## src/hdl/flic_pkg.sv

```systemverilog
package flic_pkg;

    // Source count and widths
    localparam int NUM_SRC    = 10;
    localparam int ID_W       = 4;
    localparam int NUM_LEVEL  = 4;
    localparam int MAIN_SRC   = 7;
    localparam int EXTRA_SRC  = 3;
    localparam int STATUS_W   = 3;

    // Register indices; byte address is four times the index
    localparam logic [7:0] IDX_ENABLE_MAIN  = 8'hA8;
    localparam logic [7:0] IDX_ENABLE_EXTRA = 8'hB1;
    localparam logic [7:0] IDX_PRIO_HIGH    = 8'hB7;
    localparam logic [7:0] IDX_PRIO_LOW     = 8'hB8;
    localparam logic [7:0] IDX_PRIO_EXTRA   = 8'hC0;
    localparam logic [7:0] IDX_EN_SET       = 8'hC1;
    localparam logic [7:0] IDX_EN_CLR       = 8'hC2;
    localparam logic [7:0] IDX_PL_SET       = 8'hC3;
    localparam logic [7:0] IDX_PL_CLR       = 8'hC4;
    localparam logic [7:0] IDX_STATUS       = 8'hC5;
    localparam logic [7:0] IDX_MASK         = 8'hC6;
    localparam logic [7:0] IDX_SERVICE      = 8'hC7;

    // Field positions
    localparam int EN_GLOBAL_BIT   = 7;
    localparam int PRIO_EXTRA_HIGH = 3;
    localparam int ST_TAKEN        = 0;
    localparam int ST_DONE         = 1;
    localparam int ST_STRAY        = 2;

    // Source numbers, in polling order
    localparam logic [3:0] SRC_EXT0   = 4'h0;
    localparam logic [3:0] SRC_TIMER0 = 4'h1;
    localparam logic [3:0] SRC_EXT1   = 4'h2;
    localparam logic [3:0] SRC_TIMER1 = 4'h3;
    localparam logic [3:0] SRC_SERIAL = 4'h4;
    localparam logic [3:0] SRC_TIMER2 = 4'h5;
    localparam logic [3:0] SRC_COUNTR = 4'h6;
    localparam logic [3:0] SRC_KEYPAD = 4'h7;
    localparam logic [3:0] SRC_SPERIF = 4'h8;
    localparam logic [3:0] SRC_TWOWIR = 4'h9;

    // Reset values
    localparam logic [7:0] ENABLE_MAIN_RST  = 8'h00;
    localparam logic [2:0] ENABLE_EXTRA_RST = 3'h0;
    localparam logic [6:0] PRIO_RST         = 7'h00;
    localparam logic [5:0] PRIO_EXTRA_RST   = 6'h00;
    localparam logic [2:0] STATUS_RST       = 3'h0;

    // Vector address per source, indexed by source number
    localparam logic [15:0] VECTOR_TABLE [NUM_SRC] = '{
        16'h0003, 16'h000B, 16'h0013, 16'h001B, 16'h0023,
        16'h002B, 16'h0033, 16'h003B, 16'h0043, 16'h004B
    };

    typedef logic [1:0] flic_level_t;

    // Winning request offered to the core
    typedef struct packed {
        logic        valid;
        logic [3:0]  id;
        flic_level_t level;
    } flic_win_s;

    // Data phase of the register bus
    typedef enum logic [0:0] {
        FLIC_IDLE,
        FLIC_WR_DATA
    } flic_bus_e;

endpackage

```

## src/hdl/flic_arbiter.sv

```systemverilog
`timescale 1ns/1ps

// Picks the highest level, then the lowest source number; while busy, only a level above the ceiling
module flic_arbiter
    import flic_pkg::*;
(
    input  wire logic [NUM_SRC-1:0] pending,
    input  wire flic_level_t [NUM_SRC-1:0] levels,
    input  wire logic               busy,
    input  wire flic_level_t        ceiling,
    output flic_win_s               win
);

    flic_win_s pick;

    // Later hits overwrite earlier ones: levels rise, sources fall
    always_comb begin
        pick = '0;
        for (int lv = 0; lv < NUM_LEVEL; lv++) begin
            for (int s = NUM_SRC - 1; s >= 0; s--) begin
                if (pending[s] && (levels[s] == flic_level_t'(lv))) begin
                    pick.valid = 1'b1;
                    pick.id    = ID_W'(s);
                    pick.level = flic_level_t'(lv);
                end
            end
        end
    end

    assign win = (busy && (pick.level <= ceiling)) ? '0 : pick;

endmodule

```

## src/hdl/flic_top.sv

```systemverilog
// Notes on behaviour
// - Ten request sources, each with a vector.
// - Per-source enable bit gates servicing.
// - Global enable gates every source together.
// - High/low bit pair gives level zero-three.
// - Fixed vectors; two-wire moved off shared address.
// - Only a higher level pre-empts a handler.
// - Highest level handler is never pre-empted.
// - Simultaneous requests: higher level served first.
// - Same level: fixed polling order decides.
// - Main enable register layout, global at top.
// - Main enable resets zero; bit set/clear aliases.
// - Each enable blocks or allows its source.
// - Extra enable: serial periph, two-wire, keypad.
// - Low priority register, resets zero, bit access.
// - High priority register, resets zero, byte only.
//
// Local design decision: the AHB-Lite register port.
`timescale 1ns/1ps

module flic_top
    import flic_pkg::*;
(
    input  wire logic               hclk,
    input  wire logic               hresetn,
    input  wire logic               ce,
    input  wire logic               hsel,
    input  wire logic [31:0]        haddr,
    input  wire logic [1:0]         htrans,
    input  wire logic               hwrite,
    input  wire logic [2:0]         hsize,
    input  wire logic [31:0]        hwdata,
    input  wire logic               hready,
    output logic                    hreadyout,
    output logic                    hresp,
    output logic [31:0]             hrdata,
    input  wire logic [NUM_SRC-1:0] src_req,
    input  wire logic               cpu_ack,
    input  wire logic               cpu_ret,
    output logic                    cpu_irq,
    output logic [15:0]             cpu_vector,
    output flic_level_t             cpu_level,
    output logic [ID_W-1:0]         cpu_src,
    output logic                    irq
);

    // Register state
    logic [7:0]           enable_main;
    logic [2:0]           enable_extra;
    logic [6:0]           prio_high;
    logic [6:0]           prio_low;
    logic [5:0]           prio_extra;
    logic [STATUS_W-1:0]  status;
    logic [STATUS_W-1:0]  mask;
    logic [NUM_LEVEL-1:0] in_service;
    flic_bus_e            bus_state;
    logic [7:0]           wr_idx;

    // Bus decode
    logic       accept;
    logic       in_map;
    logic [7:0] addr_idx;
    logic       rd_accept;
    logic       wr_accept;
    logic       wr_commit;
    logic [7:0] wdata;
    flic_bus_e  next_bus_state;

    // Access is taken on a valid transfer while the bus is ready
    assign accept    = hsel & hready & htrans[1];
    assign in_map    = (haddr[31:10] == 22'h000000) & (haddr[1:0] == 2'h0);
    assign addr_idx  = in_map ? haddr[9:2] : 8'h00;
    assign rd_accept = accept & ~hwrite;
    assign wr_accept = accept & hwrite;
    assign wr_commit = (bus_state == FLIC_WR_DATA);
    assign wdata     = hwdata[7:0];

    // Writes land one cycle after the address phase, once hwdata stands
    // Write hit wires for the latched write index
    logic wr_en_main;
    logic wr_en_extra;
    logic wr_prio_high;
    logic wr_prio_low;
    logic wr_prio_extra;
    logic wr_en_set;
    logic wr_en_clr;
    logic wr_pl_set;
    logic wr_pl_clr;
    logic wr_mask;

    assign wr_en_main    = wr_commit & (wr_idx == IDX_ENABLE_MAIN);
    assign wr_en_extra   = wr_commit & (wr_idx == IDX_ENABLE_EXTRA);
    assign wr_prio_high  = wr_commit & (wr_idx == IDX_PRIO_HIGH);
    assign wr_prio_low   = wr_commit & (wr_idx == IDX_PRIO_LOW);
    assign wr_prio_extra = wr_commit & (wr_idx == IDX_PRIO_EXTRA);
    assign wr_en_set     = wr_commit & (wr_idx == IDX_EN_SET);
    assign wr_en_clr     = wr_commit & (wr_idx == IDX_EN_CLR);
    assign wr_pl_set     = wr_commit & (wr_idx == IDX_PL_SET);
    assign wr_pl_clr     = wr_commit & (wr_idx == IDX_PL_CLR);
    assign wr_mask       = wr_commit & (wr_idx == IDX_MASK);

    // Read hit wires for the address-phase index
    logic rd_hit_en_main;
    logic rd_hit_en_extra;
    logic rd_hit_prio_high;
    logic rd_hit_prio_low;
    logic rd_hit_prio_extra;
    logic rd_hit_en_set;
    logic rd_hit_en_clr;
    logic rd_hit_pl_set;
    logic rd_hit_pl_clr;
    logic rd_hit_status;
    logic rd_hit_mask;
    logic rd_hit_service;

    // Alias registers read back the register that they modify
    assign rd_hit_en_main    = (addr_idx == IDX_ENABLE_MAIN);
    assign rd_hit_en_extra   = (addr_idx == IDX_ENABLE_EXTRA);
    assign rd_hit_prio_high  = (addr_idx == IDX_PRIO_HIGH);
    assign rd_hit_prio_low   = (addr_idx == IDX_PRIO_LOW);
    assign rd_hit_prio_extra = (addr_idx == IDX_PRIO_EXTRA);
    assign rd_hit_en_set     = (addr_idx == IDX_EN_SET);
    assign rd_hit_en_clr     = (addr_idx == IDX_EN_CLR);
    assign rd_hit_pl_set     = (addr_idx == IDX_PL_SET);
    assign rd_hit_pl_clr     = (addr_idx == IDX_PL_CLR);
    assign rd_hit_status     = (addr_idx == IDX_STATUS);
    assign rd_hit_mask       = (addr_idx == IDX_MASK);
    assign rd_hit_service    = (addr_idx == IDX_SERVICE);

    // Next register values
    logic [7:0]          next_enable_main;
    logic [2:0]          next_enable_extra;
    logic [6:0]          next_prio_high;
    logic [6:0]          next_prio_low;
    logic [5:0]          next_prio_extra;
    logic [STATUS_W-1:0] next_mask;

    assign next_enable_main = wr_en_main ? wdata :
                              wr_en_set  ? (enable_main | wdata) :
                              wr_en_clr  ? (enable_main & ~wdata) :
                              enable_main;

    assign next_enable_extra = wr_en_extra ? wdata[2:0] : enable_extra;

    assign next_prio_low = wr_prio_low ? wdata[6:0] :
                           wr_pl_set   ? (prio_low | wdata[6:0]) :
                           wr_pl_clr   ? (prio_low & ~wdata[6:0]) :
                           prio_low;

    assign next_prio_high  = wr_prio_high ? wdata[6:0] : prio_high;
    assign next_prio_extra = wr_prio_extra ? wdata[5:0] : prio_extra;
    assign next_mask       = wr_mask ? wdata[STATUS_W-1:0] : mask;

    // Per-source enable and level
    logic [NUM_SRC-1:0]      src_enable;
    flic_level_t [NUM_SRC-1:0] src_level;

    for (genvar i = 0; i < NUM_SRC; i++) begin : g_src
        if (i < MAIN_SRC) begin : g_main
            assign src_enable[i] = enable_main[i];
            assign src_level[i]  = {prio_high[i], prio_low[i]};
        end else begin : g_extra
            // Keypad sits in bit 0, two-wire in bit 1, serial periph in bit 2
            localparam int EN_BIT = (i == MAIN_SRC) ? 0 : (NUM_SRC - i);
            assign src_enable[i] = enable_extra[EN_BIT];
            assign src_level[i]  = {prio_extra[PRIO_EXTRA_HIGH+i-MAIN_SRC],
                                    prio_extra[i-MAIN_SRC]};
        end
    end

    // Requests that may compete
    logic [NUM_SRC-1:0] pending;

    assign pending = src_req & src_enable & {NUM_SRC{enable_main[EN_GLOBAL_BIT]}};

    // Current in-service level
    logic        busy;
    flic_level_t ceiling;

    // Highest level in service; zero when no handler runs
    assign busy    = |in_service;
    assign ceiling = in_service[3] ? 2'h3 :
                     in_service[2] ? 2'h2 :
                     in_service[1] ? 2'h1 : 2'h0;

    // Arbitration against the ceiling
    flic_win_s win;

    // The offer is registered, so it lags the requests by one cycle
    flic_arbiter u_arbiter (
        .pending (pending),
        .levels  (src_level),
        .busy    (busy),
        .ceiling (ceiling),
        .win     (win)
    );

    // Core handshake: the offer must still stand when acknowledged
    logic                 take;
    logic                 done;
    logic [NUM_LEVEL-1:0] take_mask;
    logic [NUM_LEVEL-1:0] done_mask;
    logic [NUM_LEVEL-1:0] next_in_service;

    // A late acknowledge, after the winner changed, is logged as stray
    assign take      = cpu_ack & cpu_irq & win.valid & (win.id == cpu_src);
    assign done      = cpu_ret & busy;
    assign take_mask = take ? (NUM_LEVEL'(1) << cpu_level) : '0;
    assign done_mask = done ? (NUM_LEVEL'(1) << ceiling) : '0;

    // Release clears first, so a return and a take in one cycle both apply
    // handler end releases level
    assign next_in_service = (in_service & ~done_mask) | take_mask;

    // Sticky events; a read of status clears, a new event wins
    logic                rd_status;
    logic [STATUS_W-1:0] events;
    logic [STATUS_W-1:0] next_status;

    assign rd_status           = rd_accept & rd_hit_status;
    assign events[ST_TAKEN]    = take;
    assign events[ST_DONE]     = done;
    assign events[ST_STRAY]    = cpu_ack & ~take;
    assign next_status         = (status & ~{STATUS_W{rd_status}}) | events;

    // Read data selection
    logic [7:0] rd_value;

    assign rd_value = rd_hit_en_main    ? enable_main :
                      rd_hit_en_set     ? enable_main :
                      rd_hit_en_clr     ? enable_main :
                      rd_hit_en_extra   ? {5'h00, enable_extra} :
                      rd_hit_prio_high  ? {1'h0, prio_high} :
                      rd_hit_prio_low   ? {1'h0, prio_low} :
                      rd_hit_pl_set     ? {1'h0, prio_low} :
                      rd_hit_pl_clr     ? {1'h0, prio_low} :
                      rd_hit_prio_extra ? {2'h0, prio_extra} :
                      rd_hit_status     ? {5'h00, status} :
                      rd_hit_mask       ? {5'h00, mask} :
                      rd_hit_service    ? {cpu_src, in_service} :
                      8'h00;

    // A write stretches its data phase by one wait state
    assign next_bus_state = wr_accept ? FLIC_WR_DATA : FLIC_IDLE;

    // Bus phase and response
    // The response is held low: every transfer ends OKAY
    always_ff @(posedge hclk or negedge hresetn) begin
        if (!hresetn) begin
            bus_state <= FLIC_IDLE;
            wr_idx    <= 8'h00;
            hreadyout <= 1'h1;
            hresp     <= 1'h0;
        end else if (ce) begin
            bus_state <= next_bus_state;
            wr_idx    <= wr_accept ? addr_idx : wr_idx;
            hreadyout <= (next_bus_state == FLIC_IDLE);
            hresp     <= 1'h0;
        end
    end

    // Read data is latched in the address phase
    // An event in the clearing cycle stays set for the next read
    always_ff @(posedge hclk or negedge hresetn) begin
        if (!hresetn) begin
            hrdata <= 32'h00000000;
        end else if (ce && rd_accept) begin
            hrdata <= {24'h000000, rd_value};
        end
    end

    always_ff @(posedge hclk or negedge hresetn) begin
        if (!hresetn) begin
            enable_main  <= ENABLE_MAIN_RST;
            enable_extra <= ENABLE_EXTRA_RST;
            prio_high    <= PRIO_RST;
            prio_low     <= PRIO_RST;
            prio_extra   <= PRIO_EXTRA_RST;
            mask         <= STATUS_RST;
        end else if (ce) begin
            enable_main  <= next_enable_main;
            enable_extra <= next_enable_extra;
            prio_high    <= next_prio_high;
            prio_low     <= next_prio_low;
            prio_extra   <= next_prio_extra;
            mask         <= next_mask;
        end
    end

    // In-service stack and sticky status
    always_ff @(posedge hclk or negedge hresetn) begin
        if (!hresetn) begin
            in_service <= '0;
            status     <= STATUS_RST;
        end else if (ce) begin
            in_service <= next_in_service;
            status     <= next_status;
        end
    end

    // Offer to the core, registered from the arbiter
    // fixed vector per source
    always_ff @(posedge hclk or negedge hresetn) begin
        if (!hresetn) begin
            cpu_irq    <= 1'h0;
            cpu_src    <= SRC_EXT0;
            cpu_level  <= 2'h0;
            cpu_vector <= 16'h0000;
        end else if (ce) begin
            cpu_irq    <= win.valid;
            cpu_src    <= win.id;
            cpu_level  <= win.level;
            cpu_vector <= win.valid ? VECTOR_TABLE[win.id] : 16'h0000;
        end
    end

    // Level interrupt from unmasked sticky events
    // Registered, so the pin cannot glitch while status settles
    always_ff @(posedge hclk or negedge hresetn) begin
        if (!hresetn) begin
            irq <= 1'h0;
        end else if (ce) begin
            irq <= |(status & mask);
        end
    end

endmodule

```

## config.mk

```make
export PLATFORM = sky130hd
export DESIGN_NAME = flic_top
export DESIGN_NICKNAME = d
export VERILOG_FILES = /design/src/hdl/flic_pkg.sv /design/src/hdl/flic_arbiter.sv /design/src/hdl/flic_top.sv
export SDC_FILE = /design/constraint.sdc
export NUM_CORES = 1
export LEC_CHECK = 0
export BUFFER_PORTS_ARGS = -buffer_cell sky130_fd_sc_hd__buf_2
export CAP_MARGIN = 20
export CORE_ASPECT_RATIO = 0.5
export CORE_MARGIN = 2
export CORE_UTILIZATION = 54
export DETAILED_ROUTE_END_ITERATION = 10
export GPL_ROUTABILITY_DRIVEN = 1
export HOLD_SLACK_MARGIN = 0.08
export PLACE_DENSITY = 0.91
export SYNTH_ARGS = -nofsm -noshare
export SYNTH_HDL_FRONTEND = slang
export SYNTH_HIERARCHICAL = 1
export SYNTH_SLANG_ARGS = --single-unit
export TNS_END_PERCENT = 5
```

## constraint.sdc

```tcl
create_clock -name hclk -period 9.1 [get_ports hclk]
set_input_delay 2.275 -clock hclk [delete_from_list [all_inputs] [get_ports hclk]]
set_output_delay 2.275 -clock hclk [all_outputs]
set_load 0.005 [all_outputs]
```

Word-level counts from Yosys, hierarchy flattened
Memories as Yosys holds them, arrays and structs flattened.
Cells that the tools add are included.
Cells by class
  equality and inequality tests: 53
  muxes and demuxes: 69
  shift operators: 2
  reductions and logical operators: 65
  order comparisons: 2
  bitwise operators: 40
Operators with widths (number)
  $mux 7: 44
  $eq 8x8->1 const B: 22
  $mux 8: 16
  $mux 16: 3
  $logic_and 1x1->1: 42
  $eq 2x2->1 const B: 20
  $logic_not 2->1: 11
  $logic_not 22->1: 1
  $and 1x1->1: 21
  $and 10x10->10: 2
  $eq 2x1->1 const B: 10
  $reduce_and 2->1: 7
  $and 8x8->8: 1
  $mux 4: 2
  $not 8->8: 1
  $or 8x8->8: 1
  $shl 1x2->4 const A: 2
  $and 7x7->7: 1
  $not 7->7: 1
  $or 7x7->7: 1
  $and 3x3->3: 2
  $reduce_bool 3->1: 2
  $ge 5x5->1 const B: 1
  $not 4->5: 1
  12 further kinds: 16
Storage, ports and cells
  memories kept: 1
  bits of input ports: 87
  logic and storage cells: 249
  bits in registers: 83
  bits in read-only memories: 256
  output and inout bits: 58
Memory list
  (name not given): words 16, width 16, read ports 1, clocked after memory_dff 0, wr ports 0, line flic_top.sv:313  | cpu_vector <= win.valid ? VECTOR_TABLE[win.id] : 16'h0000;

Longest topological paths before layout
Gate-level depths: netlist of run 1.
  word-level depth: 51
  gate-level depth with buffers: 18
  mapped depth without buffers: 16

By module
Netlist of run 1, hierarchy kept.
By module, submodules not included
  flic_top: area each 4002.6 sq um, cells an instance 386, instances 1, seq. area each 1778.0 sq um
  flic_arbiter: area each 880.8 sq um, cells an instance 142, instances 1, seq. area each 0.0 sq um

Worst setup path before layout of run 1
Ideal clock, no wire load.
  path type: input to register
  start point: input src_req[4]
  end point: register in_service[0]
  data required time: 9005 ps
  slack: 3152 ps
  data arrival time: 5852 ps
  path buffers: 1
  library setup time: 95 ps
  stages on the path: 17
  path through: and3_1 and3b_2 or4_4 or3_1 or2_4 a311oi_2 ha_1 nand2_1 o21ai_0 and2_0 clkbuf_1 nor3b_1 xnor2_1 nand4_1 nor4_1 nand2_1 o31ai_1
RTL lines
  start: declaration: line flic_top.sv:37  | input wire logic [NUM_SRC-1:0] src_req,
  end signal: assignment: line flic_top.sv:296  | in_service <= next_in_service;
  end: declaration: line flic_top.sv:55  | logic [NUM_LEVEL-1:0] in_service;

==> results of run 1 <==
==> kinds of logic (layout without fill, tap and decap cells) <==
family,Yosys count,count (layout)
AND/OR/NAND/NOR,228,228
flip-flops,71,71
other,1,35
AO/OA/AOI/OAI,129,129
buffers and inverters,69,115
adder cells (fa/ha/maj),2,2
XOR/XNOR,5,5
multiplexers,23,23
==> worst max-delay path, cell delays in order <==
cell,delay (ns)
sky130_fd_sc_hd__buf_2,0.09
sky130_fd_sc_hd__and3_1,0.22
sky130_fd_sc_hd__and3b_2,0.26
sky130_fd_sc_hd__or4_4,0.53
sky130_fd_sc_hd__or3_1,0.35
sky130_fd_sc_hd__or2_4,0.26
sky130_fd_sc_hd__a311oi_2,0.32
sky130_fd_sc_hd__ha_1,0.30
sky130_fd_sc_hd__nand2_1,0.06
sky130_fd_sc_hd__o21ai_0,0.08
sky130_fd_sc_hd__and2_0,0.31
sky130_fd_sc_hd__nor3b_1,0.48
sky130_fd_sc_hd__xnor2_1,0.18
sky130_fd_sc_hd__nand4_1,0.11
sky130_fd_sc_hd__nor4_1,0.55
sky130_fd_sc_hd__nand2_1,0.23
sky130_fd_sc_hd__o31ai_1,0.29
==> metrics by stage <==
| stage | setup slack, ns | util | std cells | hold slack (ns) | instance area [sq um] |
|---|---|---|---|---|---|
| after floorplan | 3.15 | - | 562 | 0.473 | 5010 |
| after global placement | 2.31 | 0.597 | 709 | 0.459 | 5220 |
| after CTS | 2.57 | 0.631 | 725 | 0.495 | 5510 |
| after detailed placement | 2.28 | 0.597 | 709 | 0.473 | 5220 |
| final | 2.44 | 0.631 | 725 | 0.508 | 5510 |
| after global routing | 2.20 | 0.631 | 725 | 0.534 | 5510 |
==> layer usage <==
| metal | up-vias | track usage |
|---|---|---|
| li1 | 2111 | - |
| met1 | 2292 | 0.388 |
| met3 | 53 | 0.0896 |
| met2 | 372 | 0.460 |
| met5 | - | 0.0191 |
| met4 | 0 | 0.0941 |
==> synth_stat cells (3+ instances only) <==
| library cell | instances | share of area |
|---|---|---|
| sky130_fd_sc_hd__nand3_1 | 14 | 0.014 |
| sky130_fd_sc_hd__a31oi_1 | 13 | 0.017 |
| sky130_fd_sc_hd__a22o_1 | 3 | 0.0054 |
| sky130_fd_sc_hd__nor4_1 | 12 | 0.015 |
| sky130_fd_sc_hd__nand2b_1 | 4 | 0.0051 |
| sky130_fd_sc_hd__nor2_1 | 25 | 0.019 |
| sky130_fd_sc_hd__or3b_2 | 3 | 0.0054 |
| sky130_fd_sc_hd__inv_1 | 17 | 0.013 |
| sky130_fd_sc_hd__or4b_1 | 3 | 0.0061 |
| sky130_fd_sc_hd__o22ai_1 | 6 | 0.0077 |
| sky130_fd_sc_hd__a221o_1 | 20 | 0.041 |
| sky130_fd_sc_hd__and2_1 | 6 | 0.0077 |
| sky130_fd_sc_hd__clkbuf_1 | 11 | 0.0085 |
| sky130_fd_sc_hd__nand4_1 | 9 | 0.012 |
| sky130_fd_sc_hd__or2_2 | 5 | 0.0064 |
| sky130_fd_sc_hd__nor3_1 | 7 | 0.0072 |
| sky130_fd_sc_hd__nand2_1 | 53 | 0.041 |
| sky130_fd_sc_hd__o31ai_1 | 13 | 0.020 |
| sky130_fd_sc_hd__and3b_1 | 4 | 0.0072 |
| sky130_fd_sc_hd__a222oi_1 | 3 | 0.0061 |
| sky130_fd_sc_hd__dfrtp_1 | 70 | 0.36 |
| sky130_fd_sc_hd__o221ai_1 | 3 | 0.0054 |
| sky130_fd_sc_hd__and3_1 | 11 | 0.014 |
| sky130_fd_sc_hd__a211oi_1 | 3 | 0.0046 |
| sky130_fd_sc_hd__xor2_1 | 3 | 0.0054 |
| sky130_fd_sc_hd__a22oi_1 | 6 | 0.0092 |
| sky130_fd_sc_hd__a21oi_1 | 7 | 0.0072 |
| sky130_fd_sc_hd__mux2_2 | 21 | 0.048 |
| sky130_fd_sc_hd__nand3b_1 | 12 | 0.018 |
| sky130_fd_sc_hd__nor3b_1 | 27 | 0.042 |
| sky130_fd_sc_hd__buf_4 | 37 | 0.057 |
| sky130_fd_sc_hd__o21ai_0 | 25 | 0.026 |
| sky130_fd_sc_hd__nand4b_1 | 3 | 0.0054 |
| sky130_fd_sc_hd__nor2b_1 | 7 | 0.0090 |
==> layout make-up <==
| class | count | area share |
|---|---|---|
| Timing Repair Buffer | 82 | 0.0749 |
| Clock buffer | 11 | 0.0422 |
| Multi-Input combinational cell | 422 | 0.511 |
| Clock inverter | 5 | 0.0107 |
| Inverter | 17 | 0.0116 |
| Tap cell | 117 | 0.0266 |
| Sequential cell | 71 | 0.323 |
==> worst paths after layout <==
| path | from | end | slack [ns] | cells past startpoint |
|---|---|---|---|---|
| min in group asynchronous | hresetn | asynchronous set/reset pin | 2.12 | 2 |
| min | hrdata[7]$_DFFE_PN0P_ | hrdata[7]$_DFFE_PN0P_ | 0.51 | 2 |
| max reg2reg | flip-flop | in_service[3]$_DFFE_PN0P_ | 3.85 | 16 |
| min reg2reg | hrdata[7]$_DFFE_PN0P_ | hrdata[7]$_DFFE_PN0P_ | 0.51 | 2 |
| max | src_req[4] | in_service[3]$_DFFE_PN0P_ | 2.44 | 17 |
| max in group asynchronous | hresetn | prio_high[5]$_DFFE_PN0P_ | 6.37 | 2 |
==> power breakdown <==
part	leakage, nW	switching, mW	internal, mW
sequential	0.968	0.00626	0.321
clock	0.136	0.139	0.213
combinational	1.44	0.0298	0.0185
total	2.55	0.175	0.552
==> results by group, run 1 <==
Logic synthesis
  • Xor/xnor cell area share of the yosys netlist: 0.00897
  • Number of synthesized flops with an enable pin: 0
  • Yosys Warn Count: 6
  • Dominant combinational cell family by area after synthesis: simple AND/OR/NAND/NOR gates
  • Synth Area per Inst: 9.25 sq um
  • Netlist area before placement: around 0.0049 sq mm
  • Sequential-to-total area share from yosys stat: 0.364
  • Number of library cell types mapped by synthesis: 79
  • Fraction of synthesis flops using an asynchronous set or reset pin: 1.00
  • Number of synthesized register bits: 71
  • Complex-gate fraction of the synthesized area: 0.201
  • Most frequently used flop master after synthesis: sky130_fd_sc_hd__dfrtp_1
  • Synthesized-area fraction occupied by adder cells: 0.00512
  • Synth Area in Simple Gates: 0.282
  • Number of standard cells after synthesis: 528
  • Portion of netlist area occupied by mux cells: 0.0530

Drt
  • Drc violations: 0
  • Final Routed Wirelength: 14400 um
  • Total met3 wirelength after detailed routing: 1750 um
  • Drt first pass iters: 6
  • Via-to-Cell Ratio: approximately 6.7
  • Wire per inst: 19.9 um
  • Detailed route wirelength on metal2: 6310 um
  • First DRT Iteration DRCs: 662
  • Antenna Nets Post-Route: 0
  • Via total after detailed routing: 4828
  • Detailed-routing wirelength on met1: 5930 um
  • Highest routed layer: met4

Critical path
  • Max Fanout on Critical Path: 7
  • Critical path endpoint category: flip-flop
  • Sort of element at the start of the critical path: input port
  • Critical path data required time: 9.33 ns
  • Data arrival, critical path: 6.88 ns
  • Crit path kind: input port to flip-flop

CTS
  • Resize count post-CTS: 0
  • Clock Root Buffer: sky130_fd_sc_hd__clkbuf_16
  • Clock tree from TritonCTS: done
  • Total setup buffers inserted after CTS: 0
  • Maximum buffer depth of the clock tree: 2
  • Number of H-tree levels: 3
  • Hold-fix buffers, CTS: 0
  • Clock-pin slew on the worst setup and hold paths: 0.06 ns
  • Clock insertion delay at the later pin of the skew report: 0.34 ns
  • Clock sink count: 71
  • CTS Buf Count: 9

Floorplanning
  • Initial core utilization: 0.559
  • Number of cell rows: 24
  • Die area: 0.00987 sq mm
  • Die Y-Extent: 71.2 um
  • Area of the core: 0.00874 sq mm
  • IO Pins: 145
  • Die Wd: around 140 um

Power
  • Power density cells: 132 mW/mm^2
  • Total power of the final layout: 0.727 mW
  • Worst ir drop on vdd: 96.0 uV
  • Leak: roughly 2.5 nW

Cells and area
  • Storage cell area: 0.00178 sq mm
  • Number of inserted filler cells in the final layout: just under 700
  • Diode insertion count for antenna repair: 0
  • Highest-count cells in the layout ignoring fill and taps: sky130_fd_sc_hd__buf_2, sky130_fd_sc_hd__dfrtp_1, sky130_fd_sc_hd__nand2_1
  • Most frequent standard cell in the layout excluding fill and tap cells: sky130_fd_sc_hd__buf_2
  • Total area of multi-input combinational cells: 0.00282 sq mm
  • Number of nets in the finished design: roughly 700
  • Area overhead of the layout relative to synthesis: 12.8%
  • Fraction of final layout cells sized beyond drive strength 1: 0.235

Worst hold path
  • Type of the most critical hold path: flip-flop to flip-flop

Timing
  • Max frequency: around 150 MHz
  • Number of endpoints failing setup at the final stage: 0
  • Part of the cycle the worst path needs: 0.732
  • Slew Viols, Final: 0
  • Relative slew slack: 0.391
  • Final number of hold-violating endpoints: 0
  • RSZ-0062 raised after global routing: no
  • TNS Setup: 0 ns
  • Final critical delay including setup and external delays: 6.66 ns
  • Maximum clock skew at final layout: 0.00684 ns
  • Actual slew at the worst max-slew pin: between 0.9 and 1 ns

Global routing
  • Total routing usage reported by global routing: 0.291
  • Gr ovfl total: 0
  • Global-route wire length before repair: around 23000 um
  • Via count of the first global-routing pass: 4329
  • Largest net degree at the start of global routing: 72
  • Number of antenna violations at the first check in global routing: 0

Place
  • Weighted congestion reported at the end of routability-driven placement: 0.966
  • Half-perimeter wire length of the detailed placement result: 10400 um
  • Number of I/O port buffers: 81

Run status
  • Status: finished, final reports clean

Job
  • Max-capacitance violation count: 0
Power figures use the tool's default switching activity.
==> inputs of run 2 (changes only) <==
- CORE_UTILIZATION: 54 -> 48
- PLACE_DENSITY: 0.91 -> 0.86
- clock period: 9.1 -> 5.95 ns (I/O delays scaled with it)
==> results by group, run 2 (same netlist as run 1, synthesis figures left out) <==
Run status
  • Status: finished, final reports clean

Timing
  • Number of endpoints failing setup at the final stage: 0
  • Maximum clock skew at final layout: 0.00512 ns
  • Actual slew at the worst max-slew pin: 0.909 ns
  • Part of the cycle the worst path needs: 0.936
  • Max frequency: 179 MHz
  • RSZ-0062 raised after global routing: no
  • Post-Route Hold Slack: approximately 0.50 ns
  • Relative slew slack: 0.394
  • TNS Setup: 0 ns
  • Final number of hold-violating endpoints: 0
  • Slew Viols, Final: 0
  • Post-route setup slack: 0.379 ns
  • Final critical delay including setup and external delays: between 5 and 6 ns

Drt
  • Drt first pass iters: 6
  • Via-to-Cell Ratio: 6.29
  • Wire per inst: a little under 20 um
  • Drc violations: 0
  • Final Routed Wirelength: 14500 um
  • Via total after detailed routing: between 4000 and 5000
  • Antenna Nets Post-Route: 0
  • First DRT Iteration DRCs: ~570

Critical path
  • Library cell contributing the largest single delay on the critical path: sky130_fd_sc_hd__or4_4
  • Max Fanout on Critical Path: 7
  • Buf/Inv on CP: 2
  • Sort of element at the start of the critical path: input port
  • CP startpoint: src_req[6]
  • Crit path kind: input port to flip-flop
  • Critical path endpoint category: flip-flop
  • Cell-by-cell listing of the critical path: buf_2 > and3_1 > and3b_1 > or4_4 > or3_1 > or2_4 > a311oi_2 > ha_1 > nand2_1 > o21ai_0 > and2_0 > nor4_1 > xor2_1 > nor4_1 > buf_4 > nand2_1 > o31ai_1
  • Critical path's largest stage delay: 0.54 ns
  • Kind of cell adding the most delay to the critical path: simple AND/OR/NAND/NOR gates
  • Critical path data required time: approximately 6.2 ns
  • Data arrival, critical path: 5.80 ns

CTS
  • Total setup buffers inserted after CTS: 0
  • Hold-fix buffers, CTS: 0
  • Number of H-tree levels: 3
  • Maximum buffer depth of the clock tree: 2
  • Resize count post-CTS: 0
  • Clock-pin slew on the worst setup and hold paths: 0.06 ns
  • Clock tree from TritonCTS: done
  • Clock insertion delay at the later pin of the skew report: 0.33 ns
  • Clock Root Buffer: sky130_fd_sc_hd__clkbuf_16
  • CTS Buf Count: 9
  • Clock sink count: 71

Global routing
  • Number of antenna violations at the first check in global routing: 0
  • Total routing usage reported by global routing: 0.266
  • Via count of the first global-routing pass: 4218
  • Largest net degree at the start of global routing: 72
  • Global-route wire length before repair: 22600 um
  • Gr ovfl total: 0

Place
  • Number of I/O port buffers: between 80 and 90
  • Setup Slack @ Placement: 0.131 ns
  • Post-placement cell count: 732
  • Weighted congestion reported at the end of routability-driven placement: 0.973
  • Half-perimeter wire length of the detailed placement result: 10900 um
  • Dpl cell area: 0.00528 sq mm

Floorplanning
  • Die Y-Extent: ~75 um
  • IO Pins: 145
  • Initial core utilization: 0.505
  • Number of cell rows: 25
  • Area of the core: about 0.0097 sq mm
  • Die Wd: 147 um
  • Die area: approximately 0.011 sq mm

Cells and area
  • Most frequent standard cell in the layout excluding fill and tap cells: sky130_fd_sc_hd__buf_2
  • Non-Filler Cell Area, Final: 0.00556 sq mm
  • Highest-count cells in the layout ignoring fill and taps: sky130_fd_sc_hd__buf_2, sky130_fd_sc_hd__dfrtp_1, sky130_fd_sc_hd__nand2_1
  • Number of nets in the finished design: roughly 700
  • Fraction of final layout cells sized beyond drive strength 1: 0.243
  • Area overhead of the layout relative to synthesis: 13.9%
  • Final cell utilization of the core: 0.576
  • Diode insertion count for antenna repair: 0
  • Final standard cell count with taps included and fillers excluded: 748

Power
  • Worst ir drop on vdd: between 100 and 150 uV
  • Total power of the final layout: 1.09 mW
  • Power density cells: roughly 200 mW/mm^2
  • Leak: approximately 2.6 nW

Worst hold path
  • Type of the most critical hold path: flip-flop to flip-flop
  • Start point of the worst min-delay path: hrdata[7]$_DFFE_PN0P_

Job
  • Max-capacitance violation count: 0
-- run 2: final timing paths --
path / endpoint / slack [ns] / cells past startpoint
min in group asynchronous: asynchronous set/reset pin / 1.33 / 2
min reg2reg: hrdata[7]$_DFFE_PN0P_ / 0.50 / 2
max reg2reg: in_service[1]$_DFFE_PN0P_ / 1.01 / 16
max in group asynchronous: asynchronous set/reset pin / 3.98 / 2
max: in_service[1]$_DFFE_PN0P_ / 0.38 / 17
min: hrdata[7]$_DFFE_PN0P_ / 0.50 / 2
-- run 2: layout make-up --
| cell class | count | area (sq um) |
|---|---|---|
| clock buffers | 12 | 256 |
| well taps | 135 | 169 |
| flip-flops and latches | 71 | 1780 |
| repair buffers | 87 | 450 |
| fillers | 874 | 4100 |
| inverters | 17 | 63.8 |
| clock inverters | 4 | 28.8 |
| multi-input cells | 422 | 2820 |
-- run 2: metal layers --
metal	share of wire	global-route usage	vias up
li1	-	-	2109
met1	0.44	0.379	2271
met2	0.44	0.418	305
met3	0.11	0.0569	21
met4	0.013	0.0723	0
met5	0	0	-
-- run 2: worst min-delay path, cell delays in order (launching register included) --
cell and delay (ns):
sky130_fd_sc_hd__dfrtp_1 0.34, sky130_fd_sc_hd__nand2_1 0.05, sky130_fd_sc_hd__o31ai_1 0.07
-- run 2: power by group --
group | switching [mW] | internal [mW]
Clock | 0.208 | 0.306
Sequential | 0.00877 | 0.490
Combinational | 0.0456 | 0.0283
Total | 0.263 | 0.825
